File: src/rtl/sacs_defines.svh
// Register map, field positions, reset values and timing counts
`ifndef SACS_DEFINES_SVH
`define SACS_DEFINES_SVH

// ----------------------------------------------------------------------
// Register indices (byte address is four times the index)
// ----------------------------------------------------------------------
`define SACS_IDX_CTL_ONE      8'h1C
`define SACS_IDX_CTL_TWO      8'h1D
`define SACS_IDX_STATUS_LOW   8'h1E
`define SACS_IDX_RESULT_UPPER 8'h1F

// ----------------------------------------------------------------------
// Field positions
// ----------------------------------------------------------------------
`define SACS_C1_START_BIT     7
`define SACS_C1_MODE_HI       6
`define SACS_C1_MODE_LO       5
`define SACS_C1_GATE_BIT      4
`define SACS_C1_CH_HI         3
`define SACS_C2_LADDER_BIT    5
`define SACS_C2_TIME_HI       3
`define SACS_C2_TIME_LO       1

// ----------------------------------------------------------------------
// Reset values
// ----------------------------------------------------------------------
`define SACS_CTL_ONE_RST      8'h00
`define SACS_CTL_TWO_RST      8'h00

// ----------------------------------------------------------------------
// Timing: shortest conversion in main oscillator cycles
// ----------------------------------------------------------------------
`define SACS_CONV_BASE_CYC    39
`define SACS_SAMPLE_PHASES    4'h3
`define SACS_LAST_PHASE       4'hC
`define SACS_STEP_BASE        12'h003
`define SACS_RESULT_BITS      10

`endif

File: src/rtl/sacs_pkg.sv
// Types shared by the converter sequencer
package sacs_pkg;

  typedef enum logic [1:0] {
    SACS_OFF    = 2'b00,
    SACS_SOFT   = 2'b01,
    SACS_RSVD   = 2'b10,
    SACS_REPEAT = 2'b11
  } sacs_mode_t;

  // Gray code along idle -> sample -> approximate
  typedef enum logic [1:0] {
    SACS_IDLE   = 2'b00,
    SACS_SAMPLE = 2'b01,
    SACS_APPROX = 2'b11
  } sacs_state_t;

endpackage : sacs_pkg

File: src/rtl/sacs_top.sv
// Successive-approximation converter control sequencer with Avalon-MM slave
//
// Notes on behaviour
// - ladder bit 0 attaches only during conversion
// - time codes give 39 to 1248 cycles
// - control two bits 7:6 read undefined; this design reads them as zero
// - standby resets control two, ignores writes
// - status holds result, done, busy bits
// - upper result read clears done flag
// - busy set at start, cleared at end
// - soft mode start bit begins one conversion
// - end writes results, sets done, fires irq
// - start bit self-clears once conversion begins
// - repeat mode chains conversions back to back
// - mode 00 aborts, partial result discarded
// - new start clears done, keeps old result
// - standby aborts, resets controls, loses results
// - no automatic resume after standby
// - standby disconnects the reference ladder
// - upper 8 bits upper, low 2 in status
// - mode codes off, soft, reserved, repeat
//
// Register access over Avalon-MM was chosen for this implementation.
`timescale 1ns/10ps
`include "sacs_defines.svh"

module sacs_top
  import sacs_pkg::*;
(
  input  wire logic        clk,             // 25 MHz main clock
  input  wire logic        rst,             // Async reset, active high
  input  wire logic [7:0]  address,         // Avalon word address
  input  wire logic        read,            // Avalon read
  input  wire logic        write,           // Avalon write
  input  wire logic [31:0] writedata,       // Avalon write data
  input  wire logic [3:0]  byteenable,      // Avalon byte enables
  output logic      [31:0] readdata,        // Avalon read data
  output logic             waitrequest,     // Avalon wait
  input  wire logic        standby_mode,    // Stop, slow or sleep active
  input  wire logic        comparator_out,  // High: input above DAC level
  output logic      [9:0]  dac_code,        // Trial code to ladder DAC
  output logic             sample_hold,     // High while sampling
  output logic      [3:0]  channel_select,  // Analog channel to convert
  output logic             analog_input_gate, // High disables inputs
  output logic             ladder_connect,  // Reference ladder attached
  output logic             conv_done_irq    // One-cycle completion pulse
);

  // --------------------------------------------------------------------
  // Declarations
  // --------------------------------------------------------------------
  logic [7:0]  ctl_one_q;
  logic [7:0]  ctl_two_q;
  logic [7:0]  result_upper_q;
  logic [1:0]  result_low_q;
  logic        done_q;
  logic        ack_q;
  logic [31:0] readdata_q;
  logic        irq_q;
  sacs_state_t state_q;
  logic [3:0]  phase_q;
  logic [11:0] step_cnt_q;
  logic [9:0]  sar_q;
  logic [9:0]  trial_bit_q;
  logic [2:0]  time_shift_q;

  logic        req;
  logic        access;
  logic        wr_lane0;
  logic        wr_ctl_one;
  logic        wr_ctl_two;
  logic        rd_upper;
  logic        mode_ok;
  logic        busy;
  logic        start_conv;
  logic        abort_conv;
  logic        step_end;
  logic        conv_end;
  logic [2:0]  time_shift;
  logic [11:0] step_len;
  logic [9:0]  sar_next;
  sacs_mode_t  mode;
  logic        restart;
  logic        hit_ctl_one;
  logic        hit_ctl_two;
  logic        hit_status;
  logic        hit_upper;
  logic [7:0]  ctl_two_view;
  logic [7:0]  status_byte;

  // --------------------------------------------------------------------
  // Bus handshake
  // --------------------------------------------------------------------
  // Every access waits one cycle so read data come from a flip-flop
  assign req         = read | write;
  assign waitrequest = req & ~ack_q;
  assign access      = req & ack_q;
  assign wr_lane0    = write & access & byteenable[0] & ~standby_mode;
  assign wr_ctl_one  = wr_lane0 & hit_ctl_one;
  assign wr_ctl_two  = wr_lane0 & hit_ctl_two;
  assign rd_upper    = read & access & hit_upper;

  always_ff @(posedge clk or posedge rst) begin
    if (rst) begin
      ack_q <= 1'b0;
    end else begin
      ack_q <= req & ~ack_q;
    end
  end

  // --------------------------------------------------------------------
  // Address decode
  // --------------------------------------------------------------------
  // One hit per mapped register; unmapped indices hit nothing
  always_comb begin
    hit_ctl_one = 1'b0;
    hit_ctl_two = 1'b0;
    hit_status  = 1'b0;
    hit_upper   = 1'b0;
    if (address == `SACS_IDX_CTL_ONE) begin
      hit_ctl_one = 1'b1;
    end else if (address == `SACS_IDX_CTL_TWO) begin
      hit_ctl_two = 1'b1;
    end else if (address == `SACS_IDX_STATUS_LOW) begin
      hit_status = 1'b1;
    end else if (address == `SACS_IDX_RESULT_UPPER) begin
      hit_upper = 1'b1;
    end
  end

  // --------------------------------------------------------------------
  // Read data
  // --------------------------------------------------------------------
  always_ff @(posedge clk or posedge rst) begin
    if (rst) begin
      readdata_q <= 32'h0000_0000;
    end else if (read && !ack_q) begin
      if (hit_ctl_one) begin
        readdata_q <= {24'h00_0000, ctl_one_q};
      end else if (hit_ctl_two) begin
        readdata_q <= {24'h00_0000, ctl_two_view};
      end else if (hit_status) begin
        readdata_q <= {24'h00_0000, status_byte};
      end else if (hit_upper) begin
        readdata_q <= {24'h00_0000, result_upper_q};
      end else begin
        readdata_q <= 32'h0000_0000;
      end
    end
  end

  // Undefined and unstable bits read as zero
  assign ctl_two_view = {2'h0, ctl_two_q[5:0]};
  assign status_byte  = {result_low_q, done_q, busy, 4'h0};
  assign readdata     = readdata_q;

  // --------------------------------------------------------------------
  // Control registers
  // --------------------------------------------------------------------
  assign mode    = sacs_mode_t'(ctl_one_q[`SACS_C1_MODE_HI:`SACS_C1_MODE_LO]);
  assign mode_ok = (mode == SACS_SOFT) || (mode == SACS_REPEAT);

  always_ff @(posedge clk or posedge rst) begin
    if (rst) begin
      ctl_one_q <= `SACS_CTL_ONE_RST;
    end else if (standby_mode) begin
      ctl_one_q <= `SACS_CTL_ONE_RST;
    end else if (wr_ctl_one) begin
      ctl_one_q <= writedata[7:0];
    end else if (start_conv) begin
      ctl_one_q[`SACS_C1_START_BIT] <= 1'b0;
    end
  end

  always_ff @(posedge clk or posedge rst) begin
    if (rst) begin
      ctl_two_q <= `SACS_CTL_TWO_RST;
    end else if (standby_mode) begin
      ctl_two_q <= `SACS_CTL_TWO_RST;
    end else if (wr_ctl_two) begin
      ctl_two_q <= writedata[7:0];
    end
  end

  // --------------------------------------------------------------------
  // Conversion length
  // --------------------------------------------------------------------
  // Thirteen equal steps: three for sampling, ten for the bits
  always_comb begin
    case (ctl_two_q[`SACS_C2_TIME_HI:`SACS_C2_TIME_LO])
      3'b000:  time_shift = 3'h0;
      3'b010:  time_shift = 3'h1;
      3'b011:  time_shift = 3'h2;
      3'b100:  time_shift = 3'h3;
      3'b101:  time_shift = 3'h4;
      default: time_shift = 3'h5; // Reserved codes run longest
    endcase
  end

  // Length is held from start, so a rewrite of control two while busy
  // neither stretches nor cuts the conversion under way
  always_ff @(posedge clk or posedge rst) begin
    if (rst) begin
      time_shift_q <= 3'h0;
    end else if (!busy || restart) begin
      time_shift_q <= time_shift;
    end
  end

  assign step_len = `SACS_STEP_BASE << time_shift_q;

  // --------------------------------------------------------------------
  // Sequencer control
  // --------------------------------------------------------------------
  // Off or reserved mode, or standby, stops a conversion at once
  assign busy       = (state_q != SACS_IDLE);
  assign start_conv = !standby_mode && !busy && mode_ok &&
                      ctl_one_q[`SACS_C1_START_BIT];
  assign abort_conv = busy && (standby_mode || !mode_ok);
  assign step_end   = busy && (step_cnt_q == step_len - 12'h001);
  assign conv_end   = step_end && (phase_q == `SACS_LAST_PHASE) &&
                      !abort_conv;
  assign restart    = conv_end && (mode == SACS_REPEAT);

  // Repeat mode re-enters sampling on the completing edge
  always_ff @(posedge clk or posedge rst) begin
    if (rst) begin
      state_q <= SACS_IDLE;
    end else begin
      case (state_q)
        SACS_IDLE: begin
          if (start_conv) begin
            state_q <= SACS_SAMPLE;
          end
        end
        SACS_SAMPLE: begin
          if (abort_conv) begin
            state_q <= SACS_IDLE;
          end else if (step_end &&
                       phase_q == `SACS_SAMPLE_PHASES - 4'h1) begin
            state_q <= SACS_APPROX;
          end
        end
        SACS_APPROX: begin
          if (abort_conv) begin
            state_q <= SACS_IDLE;
          end else if (conv_end) begin
            if (mode == SACS_REPEAT) begin
              state_q <= SACS_SAMPLE;
            end else begin
              state_q <= SACS_IDLE;
            end
          end
        end
        default: state_q <= SACS_IDLE;
      endcase
    end
  end

  // Cycle counter within one step
  always_ff @(posedge clk or posedge rst) begin
    if (rst) begin
      step_cnt_q <= 12'h000;
    end else if (!busy || abort_conv || step_end) begin
      step_cnt_q <= 12'h000;
    end else begin
      step_cnt_q <= step_cnt_q + 12'h001;
    end
  end

  // Step counter: three sample steps, then one step per result bit
  always_ff @(posedge clk or posedge rst) begin
    if (rst) begin
      phase_q <= 4'h0;
    end else if (!busy || abort_conv) begin
      phase_q <= 4'h0;
    end else if (step_end) begin
      phase_q <= (phase_q == `SACS_LAST_PHASE) ? 4'h0 : phase_q + 4'h1;
    end
  end

  // --------------------------------------------------------------------
  // Successive approximation
  // --------------------------------------------------------------------
  // Keep the trial bit when the input stays above the DAC level
  genvar bit_idx;
  for (bit_idx = 0; bit_idx < `SACS_RESULT_BITS; bit_idx++) begin : g_keep
    assign sar_next[bit_idx] = sar_q[bit_idx] &
                               (comparator_out | ~trial_bit_q[bit_idx]);
  end

  // Trial code: the next lower bit is tried once a step is judged
  always_ff @(posedge clk or posedge rst) begin
    if (rst) begin
      sar_q <= 10'h000;
    end else if (state_q != SACS_APPROX || abort_conv) begin
      sar_q <= 10'h200;
    end else if (step_end) begin
      sar_q <= sar_next | (trial_bit_q >> 1);
    end
  end

  // One-hot pointer to the bit under test, MSB first
  always_ff @(posedge clk or posedge rst) begin
    if (rst) begin
      trial_bit_q <= 10'h000;
    end else if (state_q != SACS_APPROX || abort_conv) begin
      trial_bit_q <= 10'h200;
    end else if (step_end) begin
      trial_bit_q <= trial_bit_q >> 1;
    end
  end

  assign dac_code = sar_q;

  // --------------------------------------------------------------------
  // Results, done flag, interrupt
  // --------------------------------------------------------------------
  // Standby wipes results; an aborted conversion stores nothing
  always_ff @(posedge clk or posedge rst) begin
    if (rst) begin
      result_upper_q <= 8'h00;
      result_low_q   <= 2'h0;
    end else if (standby_mode) begin
      result_upper_q <= 8'h00;
      result_low_q   <= 2'h0;
    end else if (conv_end) begin
      result_upper_q <= sar_next[9:2];
      result_low_q   <= sar_next[1:0];
    end
  end

  // Completion wins over a clearing read in the same cycle
  always_ff @(posedge clk or posedge rst) begin
    if (rst) begin
      done_q <= 1'b0;
    end else if (standby_mode) begin
      done_q <= 1'b0;
    end else if (conv_end) begin
      done_q <= 1'b1;
    end else if (rd_upper || start_conv) begin
      done_q <= 1'b0;
    end
  end

  // Pulse for one cycle after each completion
  always_ff @(posedge clk or posedge rst) begin
    if (rst) begin
      irq_q <= 1'b0;
    end else begin
      irq_q <= conv_end;
    end
  end

  assign conv_done_irq = irq_q;

  // --------------------------------------------------------------------
  // Analog side controls
  // --------------------------------------------------------------------
  assign sample_hold       = (state_q == SACS_SAMPLE);
  assign channel_select    = ctl_one_q[`SACS_C1_CH_HI:0];
  assign analog_input_gate = ctl_one_q[`SACS_C1_GATE_BIT];
  // Ladder follows the conversion unless held on, never in standby
  assign ladder_connect    = !standby_mode &&
                             (ctl_two_q[`SACS_C2_LADDER_BIT] || busy);

endmodule : sacs_top

File: config.mk
export PLATFORM = sky130hd
export DESIGN_NAME = sacs_top
export DESIGN_NICKNAME = d
export VERILOG_FILES = /design/src/rtl/sacs_pkg.sv /design/src/rtl/sacs_top.sv
export VERILOG_INCLUDE_DIRS = /design/src /design/src/rtl
export SDC_FILE = /design/constraint.sdc
export NUM_CORES = 1
export LEC_CHECK = 0
export ABC_AREA = 1
export BUFFER_PORTS_ARGS = -buffer_cell sky130_fd_sc_hd__buf_2
export CORE_ASPECT_RATIO = 0.75
export CORE_MARGIN = 5
export CORE_UTILIZATION = 25
export CTS_BUF_LIST = sky130_fd_sc_hd__clkbuf_4 sky130_fd_sc_hd__clkbuf_8 sky130_fd_sc_hd__clkbuf_16
export DETAILED_ROUTE_END_ITERATION = 7
export PLACE_DENSITY = 0.48
export SETUP_SLACK_MARGIN = 0.05
export SYNTH_ARGS = -nofsm -noshare
export SYNTH_HDL_FRONTEND = slang
export SYNTH_SLANG_ARGS = --single-unit
File: constraint.sdc
create_clock -name clk -period 6.7 [get_ports clk]
set_clock_uncertainty 0.2 [all_clocks]
set_input_delay 0.335 -clock clk [delete_from_list [all_inputs] [get_ports clk]]
set_output_delay 0.335 -clock clk [all_outputs]
set_load 0.1 [all_outputs]
# Word-level counts from Yosys, hierarchy flattened
# Cells that the tools add are included.
# op_classes
addsub,3
eq_ne,19
n_shift,1
n_mux,43
bitwise_logic,43
n_reduce_logical,35
# op_table
cell,n
$mux W8,7
$mux W10,4
$eq A8 B5 Y1 const B,4
$and A1 B1 Y1,19
$mux W1,16
$pmux W3 S5,1
$mux W2,7
$add A12 B1 Y12 const B,1
$eq A12 B12 Y1,1
$mux W12,1
$mux W4,3
$mux W6,2
$not A1 Y1,12
$reduce_bool A2 Y1,6
$shl A2 B3 Y12 const A,1
$sub A12 B1 Y12 const B,1
$logic_and A1 B1 Y1,11
$or A1 B1 Y1,11
$or A10 B9 Y10,1
$logic_or A1 B1 Y1,8
$mux W7,1
$eq A3 B2 Y1 const B,2
$eq A3 B3 Y1 const B,2
$pmux W2 S3,1
other kinds (13),21
# word_totals
regBits,100
output_inout_bits,51

# Depth between registers and ports, before layout
# depth
ltp_word,10
ltp_mapped,17
mapped_depth_nobuf,17

# Worst setup path before layout
# No wires, ideal clock.
# synth_path
path_type,reg-to-output
from,reg state_q[1]
to,out ladder_connect
t_arrival_ns,2.107
required_ns,6.165
slack_ns,4.058
stages_incl_launch_ff,5
path_buffers,0
path_cell_list,dfrtp_1 > inv_1 > nand2_1 > inv_1 > a21oi_1
# synth_between
elab_chain_cells,3
# synth_rtl
item,line_no,text
start: declaration,sacs_top.sv:60,sacs_state_t state_q;
start signal: assignment,sacs_top.sv:228,state_q <= SACS_IDLE;
start signal: assignment,sacs_top.sv:233,state_q <= SACS_SAMPLE;
start signal: assignment,sacs_top.sv:238,state_q <= SACS_IDLE;
$reduce_bool A2 Y1,sacs_top.sv:216,assign busy = (state_q != SACS_IDLE);
$logic_or A1 B1 Y1,sacs_top.sv:365,(ctl_two_q[`SACS_C2_LADDER_BIT] || busy);
$logic_and A1 B1 Y1,sacs_top.sv:364,assign ladder_connect = !standby_mode &&
end: declaration,sacs_top.sv:45,"output logic ladder_connect,"
# No other way between the ends.

# Worst setup path after layout
# layout_path
from,reg time_shift_q[1]
to,reg result_upper_q[3]
# layout_between
elab_chain_cells,7
# layout_rtl
item,line_no,text
start: declaration,sacs_top.sv:65,logic [2:0] time_shift_q;
start signal: assignment,sacs_top.sv:206,time_shift_q <= time_shift;
$shl A2 B3 Y12 (no line),-,
$sub A12 B1 Y12,sacs_top.sv:220,assign step_end = busy && (step_cnt_q == step_len - 12'h001);
$eq A12 B12 Y1,sacs_top.sv:220,
$logic_and A1 B1 Y1,sacs_top.sv:220,
$logic_and A1 B1 Y1 (2 in a row),sacs_top.sv:221,assign conv_end = step_end && (phase_q == `SACS_LAST_PHASE) &&
named net conv_end,sacs_top.sv:78,logic conv_end;
$reduce_bool A2 Y1 (no line),-,
end signal: assignment,sacs_top.sv:328,result_upper_q <= sar_next[9:2];
end: declaration,sacs_top.sv:54,logic [7:0] result_upper_q;
# The timed path passes the listed nets, and every way through them passes these cells.
# A chain may end at the register's enable or synchronous reset.

==> metrics.md <==
| Metric | Value |
|---|---|
| Number of flops mapped to enable cells by yosys | `0` |
| Vias | `3,465` |
| Commonest non-fill, non-tap cell in the layout | `nand2_1` |
| Outcome | `finished, final reports clean` |
| Worst setup margin | `3.66 ns` |
| H-Tree Depth | `3` |
| Largest family of logic cells by synthesized area | `simple AND/OR/NAND/NOR gates` |
| Layout area overhead | `16.5%` |
| Clk buf depth | `2` |
| Slowest cell on the critical path | `dfrtp_1` |
| Synth Flop Type | `dfrtp_1` |
| Gate power share | `15.6%` |
| Slew margin rel. | `34.6%` |
| CP cell instances | `inv_1, ha_1, nand2_2, ha_1, inv_1, nand2_1, nand2_1, nand3_1, nor2_1, nand2_1, nor2_2, nand2_2, nor2_8, nand3_2, inv_2, nand2_1, nand2_1` |
| Worst endpoint required time | `6.77 ns` |
| Simple-gate share of the synthesized area | `25.0%` |
| Vias in the first global route | `3,514` |
| Sw frac | `28.6%` |
| Post-CTS sizing | `0` |
| # port buffers | `49` |
| Crit path DAT | `3.12 ns` |
| # rows | `41` |
| Post-route minimum period | `3.04 ns` |
| Worst path max stage delay | `0.43 ns` |
| Synth Area in XOR/XNOR | `1.88%` |
| Die H | `122 µm` |
| Antenna-violating nets left | `0` |
| Most frequent cells in the layout | `nand2_1 (119), dfrtp_1 (76), inv_1 (75), buf_2 (49), nor2_1 (46)` |
| RSZ-0062 raised after global routing | `no` |
| Multiplexer share of the synthesized area | `0%` |
| Most used cell, CP | `nand2_1` |
| Layout Utilization | `29.3%` |
| CTS clock-pin slew for the worst setup and hold paths | `0.06 ns` |
| Post-synthesis cell type count | `38` |
| Share of post-route cells with drive strength above 1 | `14.4%` |
| GRT Overall Usage | `10.8%` |
| Die W | `159 µm` |
| First-pass DRT Iterations | `4` |
| Root Buffer | `clkbuf_16` |
| Initial antenna violation count | `0` |
| Final hold vios | `0` |
| Crit path kind | `register to register` |
| Post-CTS Hold Fix Bufs | `0` |
| Async SR Flop Fraction | `100%` |
| DR vias/cell | `4.34` |
| Adder-Cell Fraction of Synth Area | `2.39%` |
| Maximum vdd drop | `0.121 mV` |
| RD Place Congestion | `0.806` |
| Global-route wire length before repair | `17,000 µm` |
| Antenna diodes | `0` |
| Full die area | `19,400 µm²` |
| Grt total ovfl | `0` |
| Nets | `638` |
| Worst slew pin tran | `0.981 ns` |
| Pin count of the biggest net entering global routing | `77` |
| Routed len/inst | `12.5 µm` |
| Slew Viols, Final | `0` |
| F_max | `328 MHz` |
| Setup TNS | `0 ns` |
| Design Power | `0.00122 W` |
| Yosys warns | `0` |
| Max capacitance violation total | `0` |
| Critical Path Fanout Max | `13` |
| Crit path capture type | `register` |
| Internal power | `0.000872 W` |
| Final wirelength | `9940 µm` |
| Cell Count Post-Placement | `784` |
| Clock Power Share | `45.4%` |
| CP startpoint kind | `register` |
| IO Count | `101` |
| Post CTS Setup Buffer Count | `0` |
| Worst Hold Class | `input port to register` |
| Mean Syn Cell Area | `7.86 µm²` |
| Post-synthesis compound-gate area fraction | `11.4%` |
| Post-synthesis instance total | `532` |
| Cts bufs inserted | `9` |
| Initial Utilization | `25.2%` |
| CTS tree | `yes` |
| Core area | `16,600 µm²` |
| DRC | `0` |
| Worst-Skew Late Latency | `0.33 ns` |
| Pre-CTS WS | `3.63 ns` |
| Power Density | `251 nW/µm²` |
| Sequential element share of the synthesized area | `45.5%` |
| Clk sink count | `76` |
| Pleak | `2.40 nW` |
| Fin cells | `798` |
| Post-DP HPWL | `7510 µm` |
| Sw power | `0.000350 W` |
| DRT iter0 DRCs | `141` |
| Final Cycle Share | `45.4%` |
| Seq pwr share | `39.0%` |
| Synth Register Bits | `76` |
| Endpoints failing setup | `0` |
| Syn Std Cell Area | `4180 µm²` |
==> final timing paths <==
| kind | from | endpoint | slack [ns] | cells past startpoint |
|---|---|---|---|---|
| worst max-delay path | time_shift_q[1]$_DFFE_PP0P_ | result_upper_q[3]$_DFFE_PP0P_ | 3.66 | 17 |
| worst min-delay path | writedata[6] | ctl_one_q[6]$_DFFE_PP0P_ | 0.06 | 2 |
| worst max register to register | time_shift_q[1]$_DFFE_PP0P_ | result_upper_q[3]$_DFFE_PP0P_ | 3.66 | 17 |
| worst min register to register | readdata[7]$_DFFE_PP0P_ | readdata[7]$_DFFE_PP0P_ | 0.29 | 2 |
| max in group asynchronous | rst | readdata[4]$_DFFE_PP0P_ | 5.56 | 3 |
| min in group asynchronous | rst | trial_bit_q[2]$_DFFE_PP0P_ | 0.08 | 3 |
==> through the flow <==
stage	hold WS [ns]	instance area, µm²
after global placement	0.270	4540
after global routing	0.0723	4870
final	0.0617	4870
after detailed placement	0.276	4540
after CTS	0.0506	4870
after floorplan	0.251	4270
==> critical path: cells and delay by family, from the launching register on <==
family	cells	cell delay, ns
buffers and inverters	3	0.45
DFF	1	0.43
and+or+nand+nor	12	1.31
adders and majority gates	2	0.58
==> area by class of cell <==
cell class / count / area (µm²)
Inverter: 82 / 313
Clock buffer: 10 / 239
Timing Repair Buffer: 51 / 260
Sequential cell: 76 / 1900
Multi-Input combinational cell: 360 / 1790
Clock inverter: 4 / 98.8
Fill cell: 1775 / 11700
Tap cell: 215 / 269
==> power by group through the flow <==
stage	clock network, W	registers (W)	logic, W
3_5_place_dp	0	0.000485	0.000192
3_3_place_gp	0	0.000485	0.000189
2_1_floorplan	0	0.000485	0.000172
4_1_cts	0.000573	0.000476	0.000193
6_report	0.000556	0.000477	0.000190
5_1_grt	0.000595	0.000478	0.000210
==> kinds of logic after synthesis <==
family	count (synthesis)
other	1
adder cells (fa/ha/maj)	8
AND/OR/NAND/NOR	236
AO/OA/AOI/OAI	83
XOR/XNOR	9
buffers and inverters	119
flip-flops	76
==> cell usage after synthesis (4+ instances only) <==
library cell | instances | area share [%]
nor3_1 | 6 | 0.72
o22ai_1 | 21 | 3.1
xor2_1 | 8 | 1.7
ha_1 | 8 | 2.4
o21ai_0 | 33 | 3.9
dfrtp_1 | 76 | 45
nand3_1 | 38 | 4.5
nand2_2 | 6 | 0.90
a221oi_1 | 4 | 0.84
nand2_1 | 119 | 11
a21oi_1 | 18 | 2.2
nand4_1 | 7 | 1.0
inv_1 | 76 | 6.8
nor2_1 | 46 | 4.1
buf_4 | 31 | 5.6
==> flip-flops by register name (all words and copies together) (netlist names), 3 cells and up <==
register / count
step_cnt_q: 12
dac_code: 10
trial_bit_q: 10
ctl_one_q: 8
readdata: 8
result_upper_q: 8
ctl_two_q: 6
phase_q: 4
time_shift_q: 3
==> layer usage <==
metal	up-vias	GRT usage [%]	part of all wire [%]
met2	63	16.0	42
li1	1756	-	-
met5	-	0	0
met4	0	3.46	1.3
met1	1635	15.2	52
met3	11	2.94	4.8
Note: power is estimated with default switching activity, not from simulation.
